[config.mk]
export PLATFORM = sky130hd
export DESIGN_NAME = pfc_top
export DESIGN_NICKNAME = d
export VERILOG_FILES = /design/src/core/pfc_pkg.sv /design/src/core/pfc_cfg_if.sv /design/src/core/pfc_scaler.sv /design/src/core/pfc_stopkey.sv /design/src/core/pfc_top.sv
export VERILOG_INCLUDE_DIRS = /design/src /design/src/core
export SDC_FILE = /design/constraint.sdc
export NUM_CORES = 1
export LEC_CHECK = 0
export BUFFER_PORTS_ARGS = -buffer_cell sky130_fd_sc_hd__buf_2
export CAP_MARGIN = 20
export CORE_MARGIN = 3
export CORE_UTILIZATION = 47
export DETAILED_ROUTE_END_ITERATION = 8
export SYNTH_ARGS = -nofsm -noshare
export SYNTH_HDL_FRONTEND = slang
export SYNTH_SLANG_ARGS = --single-unit
[constraint.sdc]
create_clock -name core_clk -period 123.3 [get_ports core_clk]
set_input_delay 18.495 -clock core_clk [delete_from_list [all_inputs] [get_ports core_clk]]
set_output_delay 18.495 -clock core_clk [all_outputs]
set_load 0.03 [all_outputs]
[src/core/pfc_params.svh]
// constants and rule summary for the feedback check and stop key block
// How it works
// while running, assert feedback check when feedback drops below lower limit
// check output stays on until feedback rises above upper limit
// leaving run for stop clears the feedback check output
// feedback check is a process signal, never a fault or trip
// selector code 07 routes feedback check to output a, b or relay
// stop key honoured in every source mode: brakes and resets faults
// stop key enable 00 lets key act; otherwise only terminals or serial stop
// stop method 01 lets motor coast, any other value ramps to 0 Hz
// key braking uses the configured ramp; method picks ramp or coast stop
// input between low and high thresholds maps linearly to feedback percentages
// feedback selector 00 takes current input, 01 takes voltage input
// reference factor scales display: 100 percent equals factor times hundred
// normal direction raises frequency below reference, lowers it above
// reference source 02 takes keypad entry or fixed reference values
// controller, scaling and check work only when pid enable equals 01
// check inactive after reset; method 01 coasts, 00 ramps
// limits compared every cycle; check output changes two cycles after process_feedback crosses
`ifndef PFC_PARAMS_SVH
`define PFC_PARAMS_SVH
`define PFC_ADDR_STOP_EN 12'h000
`define PFC_ADDR_STOP_METH 12'h004
`define PFC_ADDR_PID_EN 12'h008
`define PFC_ADDR_FB_SEL 12'h00C
`define PFC_ADDR_REF_SRC 12'h010
`define PFC_ADDR_LIM_UP 12'h014
`define PFC_ADDR_LIM_LO 12'h018
`define PFC_ADDR_OUT_A 12'h01C
`define PFC_ADDR_OUT_B 12'h020
`define PFC_ADDR_RELAY 12'h024
`define PFC_ADDR_IN_LO 12'h028
`define PFC_ADDR_IN_HI 12'h02C
`define PFC_ADDR_PCT_LO 12'h030
`define PFC_ADDR_PCT_HI 12'h034
`define PFC_ADDR_SCALE 12'h038
`define PFC_ADDR_KEYREF 12'h03C
`define PFC_ADDR_STATUS 12'h040
`define PFC_ADDR_PV 12'h044
`define PFC_ADDR_DISP 12'h048
`define PFC_CODE_FBV 8'h07
`define PFC_CODE_ON 8'h00
`define PFC_CODE_PID 8'h01
`define PFC_CODE_COAST 8'h01
`define PFC_CODE_VOLT 8'h01
`define PFC_CODE_KEYPAD 8'h02
`define PFC_RST_UP 8'h64
`define PFC_RST_LO 8'h00
`define PFC_RST_IN_HI 8'h64
`define PFC_RST_PCT_HI 8'h64
`define PFC_RST_SCALE 8'h0A
`define PFC_PCT_FULL 8'h64
`endif

[src/core/pfc_pkg.sv]
// types shared by the feedback check and stop key block
package pfc_pkg;
   typedef enum logic [1:0] {
      PFC_STOPPED = 2'b00,
      PFC_RUN = 2'b01,
      PFC_RAMP = 2'b10,
      PFC_COAST = 2'b11
   } pfc_state_e;
endpackage

[src/core/pfc_cfg_if.sv]
// scaling configuration carried between the top and the scaler
`timescale 1ns/1ps
`default_nettype none
interface pfc_cfg_if;
   logic [7:0] in_lo;
   logic [7:0] in_hi;
   logic [7:0] pct_lo;
   logic [7:0] pct_hi;
   logic [7:0] raw;
   logic [7:0] pct;
   modport src (output in_lo, in_hi, pct_lo, pct_hi, raw, input pct);
   modport scl (input in_lo, in_hi, pct_lo, pct_hi, raw, output pct);
endinterface
`default_nettype wire

[src/core/pfc_scaler.sv]
// feedback scaler: raw input percent to feedback percent
`timescale 1ns/1ps
`default_nettype none
module pfc_scaler
   import pfc_pkg::*;
(
   pfc_cfg_if.scl cfg
);
   wire logic [8:0] span_in;
   wire logic [8:0] off_in;
   wire logic signed [9:0] span_out;
   wire logic signed [19:0] prod;
   wire logic signed [19:0] quot;
   wire logic signed [19:0] res;
   wire logic below;
   wire logic above;
   assign below = cfg.raw <= cfg.in_lo;
   assign above = cfg.raw >= cfg.in_hi;
   assign span_in = {1'b0, cfg.in_hi} - {1'b0, cfg.in_lo};
   assign off_in = {1'b0, cfg.raw} - {1'b0, cfg.in_lo};
   // swapped percentages give a negative span, inverting the feedback
   assign span_out = $signed({2'b00, cfg.pct_hi}) - $signed({2'b00, cfg.pct_lo});
   assign prod = span_out * $signed({11'h000, off_in});
   assign quot = (span_in == 9'h000) ? 20'sh00000 : prod / $signed({11'h000, span_in});
   assign res = quot + $signed({12'h000, cfg.pct_lo});
   assign cfg.pct = below ? cfg.pct_lo : (above ? cfg.pct_hi : res[7:0]);
endmodule // pfc_scaler
`default_nettype wire

[src/core/pfc_stopkey.sv]
// stop key qualification and stop method selection
`timescale 1ns/1ps
`default_nettype none
`include "pfc_params.svh"
module pfc_stopkey
   import pfc_pkg::*;
(
   input wire logic key_press,
   input wire logic term_stop,
   input wire logic [7:0] stop_key_enable,
   input wire logic [7:0] stop_key_method,
   output logic stop_req,
   output logic coast_sel,
   output logic fault_reset
);
   wire logic key_ok;
   // key works in every source mode; only its enable gates it
   assign key_ok = key_press && (stop_key_enable == `PFC_CODE_ON);
   assign stop_req = key_ok || term_stop;
   assign fault_reset = key_ok || term_stop;
   assign coast_sel = key_ok && (stop_key_method == `PFC_CODE_COAST);
endmodule // pfc_stopkey
`default_nettype wire

[src/core/pfc_top.sv]
// feedback check output, pid scaling and keypad stop control
//
// Design decisions made here: the placing of the registers and register access over APB.
`timescale 1ns/1ps
`default_nettype none
`include "pfc_params.svh"
module pfc_top
   import pfc_pkg::*;
(
   input wire logic core_clk,
   input wire logic reset,
   input wire logic psel,
   input wire logic penable,
   input wire logic pwrite,
   input wire logic [11:0] paddr,
   input wire logic [31:0] pwdata,
   output logic [31:0] prdata,
   output logic pready,
   output logic pslverr,
   input wire logic start_cmd,
   input wire logic key_press,
   input wire logic term_stop,
   input wire logic ramp_done,
   input wire logic [7:0] current_input_terminal,
   input wire logic [7:0] voltage_input_terminal,
   input wire logic [7:0] fixed_reference,
   input wire logic fixed_ref_active,
   output logic feedback_check_out,
   output logic out_a,
   output logic out_b,
   output logic signalling_relay,
   output logic ramp_braking_stop,
   output logic coast_stop,
   output logic fault_reset,
   output logic freq_up,
   output logic freq_down,
   output logic running
);
   ////////////////////////////////////////////////////////////////////////
   logic [7:0] stop_key_enable;
   logic [7:0] stop_key_method;
   logic [7:0] pid_enable;
   logic [7:0] feedback_input_sel;
   logic [7:0] reference_source_sel;
   logic [7:0] feedback_upper_limit;
   logic [7:0] feedback_lower_limit;
   logic [7:0] out_a_function_sel;
   logic [7:0] out_b_function_sel;
   logic [7:0] relay_function_sel;
   logic [7:0] input_low_threshold;
   logic [7:0] input_high_threshold;
   logic [7:0] feedback_pct_at_low_threshold;
   logic [7:0] feedback_pct_at_high_threshold;
   logic [7:0] reference_scale_factor;
   logic [7:0] keypad_reference;
   logic [7:0] process_feedback;
   pfc_state_e state;
   pfc_state_e next_state;
   logic fb_active;
   logic next_fb_active;
   pfc_cfg_if cfg ();
   wire logic pid_on;
   wire logic wr_en;
   wire logic rd_en;
   wire logic hit;
   wire logic stop_req;
   wire logic coast_sel;
   wire logic fault_rst;
   wire logic is_run;
   wire logic [7:0] reference;
   wire logic [15:0] disp_value;
   logic [31:0] rd_mux;

   ////////////////////////////////////////////////////////////////////////
   // apb: zero wait states; unmapped address answers pslverr
   function automatic logic addr_is(input logic [11:0] a, input logic [11:0] b);
      return a == b;
   endfunction
   assign wr_en = psel && penable && pwrite;
   assign rd_en = psel && !penable && !pwrite;
   assign hit = (paddr[1:0] == 2'b00) && (paddr <= `PFC_ADDR_DISP);

   always_ff @(posedge core_clk) begin
      if (reset) begin
         stop_key_enable <= `PFC_CODE_ON;
         stop_key_method <= 8'h00;
         pid_enable <= 8'h00;
         feedback_input_sel <= 8'h00;
         reference_source_sel <= 8'h00;
         feedback_upper_limit <= `PFC_RST_UP;
         feedback_lower_limit <= `PFC_RST_LO;
         out_a_function_sel <= 8'h00;
         out_b_function_sel <= 8'h00;
         relay_function_sel <= 8'h00;
         input_low_threshold <= 8'h00;
         input_high_threshold <= `PFC_RST_IN_HI;
         feedback_pct_at_low_threshold <= 8'h00;
         feedback_pct_at_high_threshold <= `PFC_RST_PCT_HI;
         reference_scale_factor <= `PFC_RST_SCALE;
         keypad_reference <= 8'h00;
      end else if (wr_en) begin
         if (addr_is(paddr, `PFC_ADDR_STOP_EN)) stop_key_enable <= pwdata[7:0];
         if (addr_is(paddr, `PFC_ADDR_STOP_METH)) stop_key_method <= pwdata[7:0];
         if (addr_is(paddr, `PFC_ADDR_PID_EN)) pid_enable <= pwdata[7:0];
         if (addr_is(paddr, `PFC_ADDR_FB_SEL)) feedback_input_sel <= pwdata[7:0];
         if (addr_is(paddr, `PFC_ADDR_REF_SRC)) reference_source_sel <= pwdata[7:0];
         if (addr_is(paddr, `PFC_ADDR_LIM_UP)) feedback_upper_limit <= pwdata[7:0];
         if (addr_is(paddr, `PFC_ADDR_LIM_LO)) feedback_lower_limit <= pwdata[7:0];
         if (addr_is(paddr, `PFC_ADDR_OUT_A)) out_a_function_sel <= pwdata[7:0];
         if (addr_is(paddr, `PFC_ADDR_OUT_B)) out_b_function_sel <= pwdata[7:0];
         if (addr_is(paddr, `PFC_ADDR_RELAY)) relay_function_sel <= pwdata[7:0];
         if (addr_is(paddr, `PFC_ADDR_IN_LO)) input_low_threshold <= pwdata[7:0];
         if (addr_is(paddr, `PFC_ADDR_IN_HI)) input_high_threshold <= pwdata[7:0];
         if (addr_is(paddr, `PFC_ADDR_PCT_LO)) feedback_pct_at_low_threshold <= pwdata[7:0];
         if (addr_is(paddr, `PFC_ADDR_PCT_HI)) feedback_pct_at_high_threshold <= pwdata[7:0];
         if (addr_is(paddr, `PFC_ADDR_SCALE)) reference_scale_factor <= pwdata[7:0];
         if (addr_is(paddr, `PFC_ADDR_KEYREF)) keypad_reference <= pwdata[7:0];
      end
   end

   always_comb begin
      rd_mux = 32'h00000000;
      case (paddr)
         `PFC_ADDR_STOP_EN: rd_mux = {24'h000000, stop_key_enable};
         `PFC_ADDR_STOP_METH: rd_mux = {24'h000000, stop_key_method};
         `PFC_ADDR_PID_EN: rd_mux = {24'h000000, pid_enable};
         `PFC_ADDR_FB_SEL: rd_mux = {24'h000000, feedback_input_sel};
         `PFC_ADDR_REF_SRC: rd_mux = {24'h000000, reference_source_sel};
         `PFC_ADDR_LIM_UP: rd_mux = {24'h000000, feedback_upper_limit};
         `PFC_ADDR_LIM_LO: rd_mux = {24'h000000, feedback_lower_limit};
         `PFC_ADDR_OUT_A: rd_mux = {24'h000000, out_a_function_sel};
         `PFC_ADDR_OUT_B: rd_mux = {24'h000000, out_b_function_sel};
         `PFC_ADDR_RELAY: rd_mux = {24'h000000, relay_function_sel};
         `PFC_ADDR_IN_LO: rd_mux = {24'h000000, input_low_threshold};
         `PFC_ADDR_IN_HI: rd_mux = {24'h000000, input_high_threshold};
         `PFC_ADDR_PCT_LO: rd_mux = {24'h000000, feedback_pct_at_low_threshold};
         `PFC_ADDR_PCT_HI: rd_mux = {24'h000000, feedback_pct_at_high_threshold};
         `PFC_ADDR_SCALE: rd_mux = {24'h000000, reference_scale_factor};
         `PFC_ADDR_KEYREF: rd_mux = {24'h000000, keypad_reference};
         `PFC_ADDR_STATUS: rd_mux = {28'h0000000, fb_active, 1'b0, state};
         `PFC_ADDR_PV: rd_mux = {24'h000000, process_feedback};
         `PFC_ADDR_DISP: rd_mux = {16'h0000, disp_value};
         default: rd_mux = 32'h00000000;
      endcase
   end

   always_ff @(posedge core_clk) begin
      if (reset) begin
         prdata <= 32'h00000000;
         pready <= 1'b0;
         pslverr <= 1'b0;
      end else begin
         prdata <= rd_en ? rd_mux : prdata;
         pready <= psel && !penable;
         pslverr <= psel && !penable && !hit;
      end
   end

   ////////////////////////////////////////////////////////////////////////
   // feedback path: select, scale, register once per cycle
   assign pid_on = pid_enable == `PFC_CODE_PID;
   assign cfg.raw = (feedback_input_sel == `PFC_CODE_VOLT) ?
      voltage_input_terminal : current_input_terminal;
   assign cfg.in_lo = input_low_threshold;
   assign cfg.in_hi = input_high_threshold;
   assign cfg.pct_lo = feedback_pct_at_low_threshold;
   assign cfg.pct_hi = feedback_pct_at_high_threshold;
   pfc_scaler u_scaler (
      .cfg(cfg)
   );
   // fixed values take priority over keypad entry
   assign reference = (reference_source_sel == `PFC_CODE_KEYPAD) ?
      (fixed_ref_active ? fixed_reference : keypad_reference) : 8'h00;
   // display scaling: percent times factor (factor held in whole units)
   assign disp_value = 16'(process_feedback) * 16'(reference_scale_factor);

   always_ff @(posedge core_clk) begin
      if (reset) begin
         process_feedback <= 8'h00;
      end else begin
         process_feedback <= pid_on ? cfg.pct : 8'h00;
      end
   end

   ////////////////////////////////////////////////////////////////////////
   // run state and stop key
   pfc_stopkey u_stopkey (
      .key_press(key_press),
      .term_stop(term_stop),
      .stop_key_enable(stop_key_enable),
      .stop_key_method(stop_key_method),
      .stop_req(stop_req),
      .coast_sel(coast_sel),
      .fault_reset(fault_rst)
   );
   assign is_run = state == PFC_RUN;

   always_comb begin
      next_state = state;
      unique case (state)
         PFC_STOPPED: if (start_cmd && !stop_req) next_state = PFC_RUN;
         PFC_RUN: begin
            if (stop_req || !start_cmd) begin
               next_state = coast_sel ? PFC_COAST : PFC_RAMP;
            end
         end
         PFC_RAMP: if (ramp_done) next_state = PFC_STOPPED;
         PFC_COAST: next_state = PFC_STOPPED;
      endcase
   end

   // hysteresis: set below lower limit, clear above upper limit
   // status only; nothing here reaches a fault or trip path
   always_comb begin
      next_fb_active = fb_active;
      if (!is_run || !pid_on) begin
         next_fb_active = 1'b0;
      end else if (process_feedback < feedback_lower_limit) begin
         next_fb_active = 1'b1;
      end else if (process_feedback > feedback_upper_limit) begin
         next_fb_active = 1'b0;
      end
   end

   always_ff @(posedge core_clk) begin
      if (reset) begin
         state <= PFC_STOPPED;
         fb_active <= 1'b0;
      end else begin
         state <= next_state;
         fb_active <= next_fb_active;
      end
   end

   ////////////////////////////////////////////////////////////////////////
   // registered outputs
   always_ff @(posedge core_clk) begin
      if (reset) begin
         feedback_check_out <= 1'b0;
         out_a <= 1'b0;
         out_b <= 1'b0;
         signalling_relay <= 1'b0;
         ramp_braking_stop <= 1'b0;
         coast_stop <= 1'b0;
         fault_reset <= 1'b0;
         freq_up <= 1'b0;
         freq_down <= 1'b0;
         running <= 1'b0;
      end else begin
         feedback_check_out <= fb_active;
         out_a <= (out_a_function_sel == `PFC_CODE_FBV) && fb_active;
         out_b <= (out_b_function_sel == `PFC_CODE_FBV) && fb_active;
         signalling_relay <= (relay_function_sel == `PFC_CODE_FBV) && fb_active;
         ramp_braking_stop <= next_state == PFC_RAMP;
         coast_stop <= next_state == PFC_COAST;
         fault_reset <= fault_rst;
         freq_up <= pid_on && is_run && (process_feedback < reference);
         freq_down <= pid_on && is_run && (process_feedback > reference);
         running <= next_state == PFC_RUN;
      end
   end
endmodule // pfc_top
`default_nettype wire

# After elaboration in Yosys (flattened, before gate mapping)
# Cells that the tools add are included.
# word_totals
regBits	183
latch_bits	0
ramBits	0
rom_bits	0
input_bits	78
output_inout_bits	44
word_cells	141
n_memories	0
# classes
n_addsub	4
multipliers	2
div_mod_pow	1
order_cmp	7
n_eq_ne	31
n_shift	0
n_mux	14
bitwise_logic	1
reduce_logical	49
# op_table
cell	n
$pmux 16 s19	1
$eq 12x6->1 const B	8
$eq 12x5->1 const B	4
$mux 8	6
$eq 12x7->1 const B	3
$reduce_and 2->1	16
$sub 8x8->9	3
$eq 12x4->1 const B	2
$eq 8x1->1 const B	3
$eq 8x3->1 const B	3
$div 20x10->20	1
$mul 9x10->19	1
$gt 8x8->1	2
$lt 8x8->1	2
$mul 8x8->16	1
$logic_and 1x1->1	15
$eq 12x3->1 const B	1
$le 12x7->1 const B	1
$logic_not 12->1	1
$logic_not 9->1	1
$add 8x8->8	1
$eq 2x2->1 const B	4
$eq 8x2->1 const B	1
$ge 8x8->1	1
other kinds (12)	27

# Longest topological paths before layout
# Gate-level depths: netlist (run 1).
# depth
word_depth	9
mapped_depth	277
ltp_nobuf	263

# Hierarchy
# Synthesis (run 1) repeated with hierarchy kept, for this count alone.
# hier_totals
hier_cells	3149
area_unflattened_um2	24608.6
# modules_own_cells
mod	n_inst	cells_each	area_each_um2	seq_area_each_um2
pfc_scaler	1	1917	14069.7	0.0
pfc_top	1	1222	10473.8	3343.2
pfc_stopkey	1	10	65.1	0.0

# Worst setup path after synthesis (run 1)
# OpenSTA, ideal clock, no wires.
# synth_path
kind	input-to-reg
startpoint	input current_input_terminal[1]
endpoint	register process_feedback[7]
setup_time_ns	0.076
arrival_ns	70.453
setup_slack_ns	52.771
path_stages	261
n_path_buf	17
cell_sequence	mux2_2 > ha_1 > nor2b_1 > o21ai_0 > nand2b_1 > a21o_1 > a21o_1 > a21o_1 > a21o_1 > xnor2_1 > or2_2 > fa_1 > inv_1 > fa_1 > fa_1 > fa_1 > inv_1 > fa_1 > [225 not listed] > nor4b_4 > ha_1 > nand2_1 > o21ai_0 > nand2_1 > inv_1 > ha_1 > a21o_1 > a21o_1 > a21o_1 > a21oi_1 > o21bai_1 > a21oi_1 > xnor2_1 > mux2i_1 > a2111oi_0 > o21ai_0 > o22ai_1
# synth_via
elab_chain_cells	8
# synth_lines
item	line	text
start: declaration	pfc_top.sv:24	input wire logic [7:0] current_input_terminal,
$mux 8 *	pfc_top.sv:162	assign cfg.raw = (feedback_input_sel == `PFC_CODE_VOLT) ?
$sub 8x8->9	pfc_scaler.sv:20	assign off_in = {1'b0, cfg.raw} - {1'b0, cfg.in_lo};
$mul 9x10->19	pfc_scaler.sv:23	assign prod = span_out * $signed({11'h000, off_in});
$div 20x10->20	pfc_scaler.sv:24	assign quot = (span_in == 9'h000) ? 20'sh00000 : prod / $signed({11'h000, span_in});
$mux 8	pfc_scaler.sv:24	
$add 8x8->8	pfc_scaler.sv:25	assign res = quot + $signed({12'h000, cfg.pct_lo});
$mux 8	pfc_scaler.sv:26	assign cfg.pct = below ? cfg.pct_lo : (above ? cfg.pct_hi : res[7:0]);
$mux 8 *	pfc_scaler.sv:26	
end signal: assignment	pfc_top.sv:181	process_feedback <= pid_on ? cfg.pct : 8'h00;
end: declaration	pfc_top.sv:56	logic [7:0] process_feedback;
# Every way passes the cells marked *; elsewhere a longest branch is shown, timed or not.
# A chain may end at the register's enable or synchronous reset.

# Worst setup path in the final report (run 1)
# layout_path
startpoint	input current_input_terminal[0]
endpoint	register process_feedback[7]
# The elaborated chain is that of the path after synthesis.

==> results of run 1 <==
## cell usage in the layout (no fill, tap or decap), types with 48 or more instances in the layout
cell / n
nand2_1: 432
ha_1: 298
nor2_1: 283
a21oi_1: 261
inv_1: 204
dfxtp_1: 167
nor3_1: 109
fa_1: 90
o21a_1: 81
buf_2: 80
o21ai_0: 78
xnor2_1: 74
and2_1: 67
nand3_1: 63
a22oi_1: 53
mux2_2: 51
a21o_1: 50
nand2b_1: 48
## per-layer routing
layer / track usage, % / routed length, um
met5: 0 / 0
met4: 13.2 / 4210
met1: 34.5 / 32200
met2: 50.0 / 36700
met3: 3.00 / 3320
## logic make-up (layout without fill, tap and decap cells)
kind of cell	Yosys count	count (layout)	synth area share, %
other	1	17	0.0159
buffers and inverters	327	337	5.52
adders and majority gates	388	388	23.4
DFF	167	167	14.1
xor gates and xnor gates	119	119	4.41
AOI/OAI and AO/OA	818	818	23.7
and+or+nand+nor	1227	1227	24.9
muxes	83	83	3.88
## area by class of cell
| type | instances | area, sq um |
|---|---|---|
| Clock buffer | 18 | 439 |
| Clock inverter | 12 | 168 |
| Fill cell | 4949 | 24100 |
| Inverter | 205 | 771 |
| Multi-Input combinational cell | 2652 | 19000 |
| Sequential cell | 167 | 3340 |
| Tap cell | 664 | 831 |
| Timing Repair Buffer | 102 | 569 |
## worst register-to-register path: cells and delay by family (launching register included)
| family | cells | cell delay, ns |
|---|---|---|
| XOR/XNOR | 2 | 0.97 |
| buffers and inverters | 14 | 1.96 |
| multiplexers | 12 | 3.75 |
| flip-flops | 1 | 0.33 |
| adder cells (fa/ha/maj) | 28 | 9.17 |
| AND/OR/NAND/NOR | 67 | 14.93 |
| AO/OA/AOI/OAI | 131 | 29.18 |
## through the flow
step                area, sq um  setup WS (ns)
floorplan                 23700          52.77
global placement          24500          47.02
detailed placement        24500          46.43
CTS                       25200          46.66
global route              25200          41.20
finish                    25200          46.11
## worst max-delay path by stage
stage                                    from                        endpoint  slack (ns)
floorplan           current_input_terminal[1]  process_feedback[7]$_SDFF_PP0_       52.77
finish              current_input_terminal[0]  process_feedback[7]$_SDFF_PP0_       46.11
global placement    current_input_terminal[0]  process_feedback[7]$_SDFF_PP0_       47.02
CTS                 current_input_terminal[0]  process_feedback[7]$_SDFF_PP0_       46.66
global route        current_input_terminal[0]  process_feedback[7]$_SDFF_PP0_       41.20
detailed placement  current_input_terminal[0]  process_feedback[7]$_SDFF_PP0_       46.43
==> qor.yml, run 1 <==
final_hold_viol_count: 0
clkTransAtPathRegs_ns: 0.07
hold_end: "signalling_relay$_SDFF_PP0_"
overflow: 0
min_period_ns: 77.19
place_hpwl_um: 60300
clock_latency_ns: 0.45
ys_ff_latch: 167
ys.flop_type: "dfxtp_1"
synth.most_common_cell: "nand2_1"
grt_pass1_vias: 22600
avgRoutedWirePerCell_um: 20.0
fin_cells: 3820
areaGrowthSynthToFinish_pct: 6.50
dieArea_sq_um: 53000
drtIter0Drc: 1686
wirelength_um: 76400
syn_avg_cell_area_sq_um: 7.55
crit_buf_inv: 15
clkSinkCount: 167
timing.critical_path.mode_cell: "o21a_1"
tns_ns: 0
cp_slowest_cell: "xnor2_1"
detail_route.vias_per_cell: 6.05
grt_pass1_wl_um: 121000
cts_root_buf: "clkbuf_16"
ys_top_cells_by_area: "ha_1, dfxtp_1, fa_1, nand2_1, a21oi_1"
synth_top_area_share_pct: 15.8
holdBufCountCts: 0
min_from: "relay_function_sel[3]$_SDFFE_PP0P_"
r2r.worst_path.cells: 254
async_flop_share_pct: 0
post_cts_buffers: 0
nets: 3611
ioPinCount: 122
first_pass_iters: 6
rrSetupSlack_ns: 62.98
cts_inserted_buffers: 17
clockBufferDepth: 2
slowest_delay_ns: 0.75
crit_required_ns: 123.66
cts_resized: 0
vias: 23100
crit_cells: 253
cp_top_family: "compound AO/OA/AOI/OAI gates"
hold_depth: 1
row_count: 81
regMostFlops: "prdata"
utilization_pct: 51.1
portBuffers: 81
final.period_utilization_pct: 62.6
antenna_cells: 0
antenna_found_initial: 0
yosys-top-cells-count: "nand2_1, ha_1, nor2_1, a21oi_1, inv_1"
maxSlewHeadroom_pct: 26.7
fmax_mhz: 13.0
max_slew.worst_pin.slew_ns: 1.10
coreArea_sq_um: 49300
synth_edf_count: 0
synth_area_sq_um: 23600
worst_ep_arrival_time_ns: 77.55
drc: 0
yosys.area.top_type: "ha_1"
die_width_um: 230
yosysSeqAreaShare_pct: 14.1
r2r-end: "process_feedback[7]$_SDFF_PP0_"
start_kind: "input port"
cap_violations: 0
grt_max_degree: 81
track_usage_pct: 28.3
r2r_start: "feedback_input_sel[3]$_SDFFE_PP0P_"
die_y_um: 230
ant_nets: 0
rsz0062_at_grt: "false"
drv_slew: 0
crit_fanout: 23
yosysWarnings: 0
hold_path_class: "flop to flop"
dp.cells: 3789
largest_reg_flops: 16
floorplan.initialDensity_pct: 48.0
htree_levels: 4
worst_setup_path_end_kind: "flop"
synthDistinctLibCells: 114
gp_congestion: 0.943
holdWs_ns: 0.460
drive_gt1_share_pct: 8.37
synthCells: 3130
outcome: "finished clean"
setup_viol: 0
skew_ns: 0.0111
cts_tree: "yes"
critical_path_class: "input port to flop"
Power of run 1 is left out: the tool's default activity adds up to more than one toggle a clock period on the data nets, which glitch-free logic cannot reach.
==> run 2: changes to the inputs <==
==> constraint.sdc (replaced) <==
create_clock -name core_clk -period 71.1 [get_ports core_clk]
set_input_delay 10.665 -clock core_clk [delete_from_list [all_inputs] [get_ports core_clk]]
set_output_delay 10.665 -clock core_clk [all_outputs]
set_load 0.03 [all_outputs]
==> run 2 against run 1 <==
  * Worst setup slack got worse by 42 ns
  * Highest routed layer unchanged
  * Clock skew is 0.0037 ns higher
  * Cell area grew 0.76%
  * Critical endpoint unchanged
  * Via count is 1.2% higher
  * Flip-flop and latch count unchanged
==> qor.yml, run 2 (synthesized netlist as in run 1, its figures left out) <==
outcome: "finished clean"
detail_route.vias_per_cell: 6.10
maxSlewHeadroom_pct: 26.9
hold_path_class: "flop to flop"
areaGrowthSynthToFinish_pct: 7.31
regMostFlops: "prdata"
slowest_delay_ns: 0.72
nets: 3622
crit_buf_inv: 16
gp_congestion: 0.954
first_pass_iters: 6
max_slew.worst_pin.slew_ns: 1.09
clkSinkCount: 167
drv_slew: 0
die_width_um: 230
hold_depth: 1
start_kind: "input port"
cap_violations: 0
layout_commonest_cell: "nand2_1"
track_usage_pct: 28.3
setup_viol: 0
coreArea_sq_um: 49300
skew_ns: 0.0149
clockBufferDepth: 2
r2r.worst_path.cells: 257
cp_slowest_cell: "or4_1"
drtIter0Drc: 1710
cts_root_buf: "clkbuf_16"
worst_setup_path_end_kind: "flop"
cts_inserted_buffers: 17
crit_fanout: 23
final_cell_mix: "nand2_1, ha_1, nor2_1, a21oi_1, inv_1"
critical_path_class: "input port to flop"
die_y_um: 230
row_count: 81
cts_tree: "yes"
largest_reg_flops: 16
fmax_mhz: 15.0
final.period_utilization_pct: 93.6
wirelength_um: 76900
filler_cell_count: 4845
final_hold_viol_count: 0
clkTransAtPathRegs_ns: 0.08
dp.cells: 3792
overflow: 0
crit_cells: 256
ant_nets: 0
vias: 23400
drive_gt1_share_pct: 9.18
dieArea_sq_um: 53000
ioPinCount: 122
place_hpwl_um: 60600
antenna_found_initial: 0
drc: 0
timing.critical_path.mode_cell: "o21a_1"
worst_ep_arrival_time_ns: 66.92
floorplan.initialDensity_pct: 48.0
cp_top_family: "compound AO/OA/AOI/OAI gates"
grt_max_degree: 79
avgRoutedWirePerCell_um: 20.1
crit_required_ns: 71.47
portBuffers: 81
htree_levels: 4
antenna_cells: 0
grt_pass1_vias: 22600
grt_pass1_wl_um: 121000
fin_cells: 3833
min_period_ns: 66.55
clock_latency_ns: 0.44
holdBufCountCts: 0
## run 2: layer usage
metal / part of all wire [%] / GRT usage (%) / vias to the layer above / wire length, um
li1: - / - / 11200 / -
met1: 42 / 34.5 / 11200 / 32200
met2: 48 / 50.1 / 729 / 37000
met3: 4.7 / 2.95 / 190 / 3650
met4: 5.3 / 13.1 / 0 / 4090
met5: 0 / 0 / - / 0
## run 2: worst register-to-register path: cells and delay by family, from the launching register on
| kind | cells | cell delay (ns) |
|---|---|---|
| and+or+nand+nor | 69 | 14.60 |
| buffers and inverters | 15 | 2.15 |
| DFF | 1 | 0.33 |
| xor gates and xnor gates | 2 | 0.47 |
| AOI/OAI and AO/OA | 130 | 27.37 |
| adders and majority gates | 28 | 9.00 |
| muxes | 13 | 3.51 |
## run 2: final cells by class
type	instances	area, sq um	share of cell area (%)
Tap cell	664	831	3.28
Inverter	205	771	3.04
Clock buffer	20	457	1.80
Clock inverter	12	178	0.701
Multi-Input combinational cell	2652	19100	75.4
Timing Repair Buffer	113	648	2.56
Sequential cell	167	3340	13.2
## run 2: repair_timing
| action | in CTS | in global routing |
|---|---|---|
| gates resized for setup | 0 | 18 |
| setup endpoints to repair | 0 | 8 |
| buffers inserted | 0 | 9 |
## run 2: worst paths after layout
check | start | endpoint | slack [ns]
max reg2reg | feedback_input_sel[7]$_SDFFE_PP0P_ | process_feedback[7]$_SDFF_PP0_ | 13.64
min reg2reg | relay_function_sel[3]$_SDFFE_PP0P_ | signalling_relay$_SDFF_PP0_ | 0.47
max | voltage_input_terminal[1] | process_feedback[7]$_SDFF_PP0_ | 4.55
min | relay_function_sel[3]$_SDFFE_PP0P_ | signalling_relay$_SDFF_PP0_ | 0.47
## run 2: metrics by stage
step	instance area, sq um	setup TNS (ns)	hold slack (ns)	setup WS, ns	util [%]
6_report	25400	0	0.466	4.55	51.5
3_5_place_dp	24600	0	0.458	2.04	49.9
4_1_cts	25200	0	0.467	2.27	51.2
2_1_floorplan	23700	0	0.418	8.40	-
3_3_place_gp	24600	0	0.456	2.76	49.9
5_1_grt	25400	-0.00738	0.486	-0.00738	51.5
Power of run 2 is left out for the same reason.
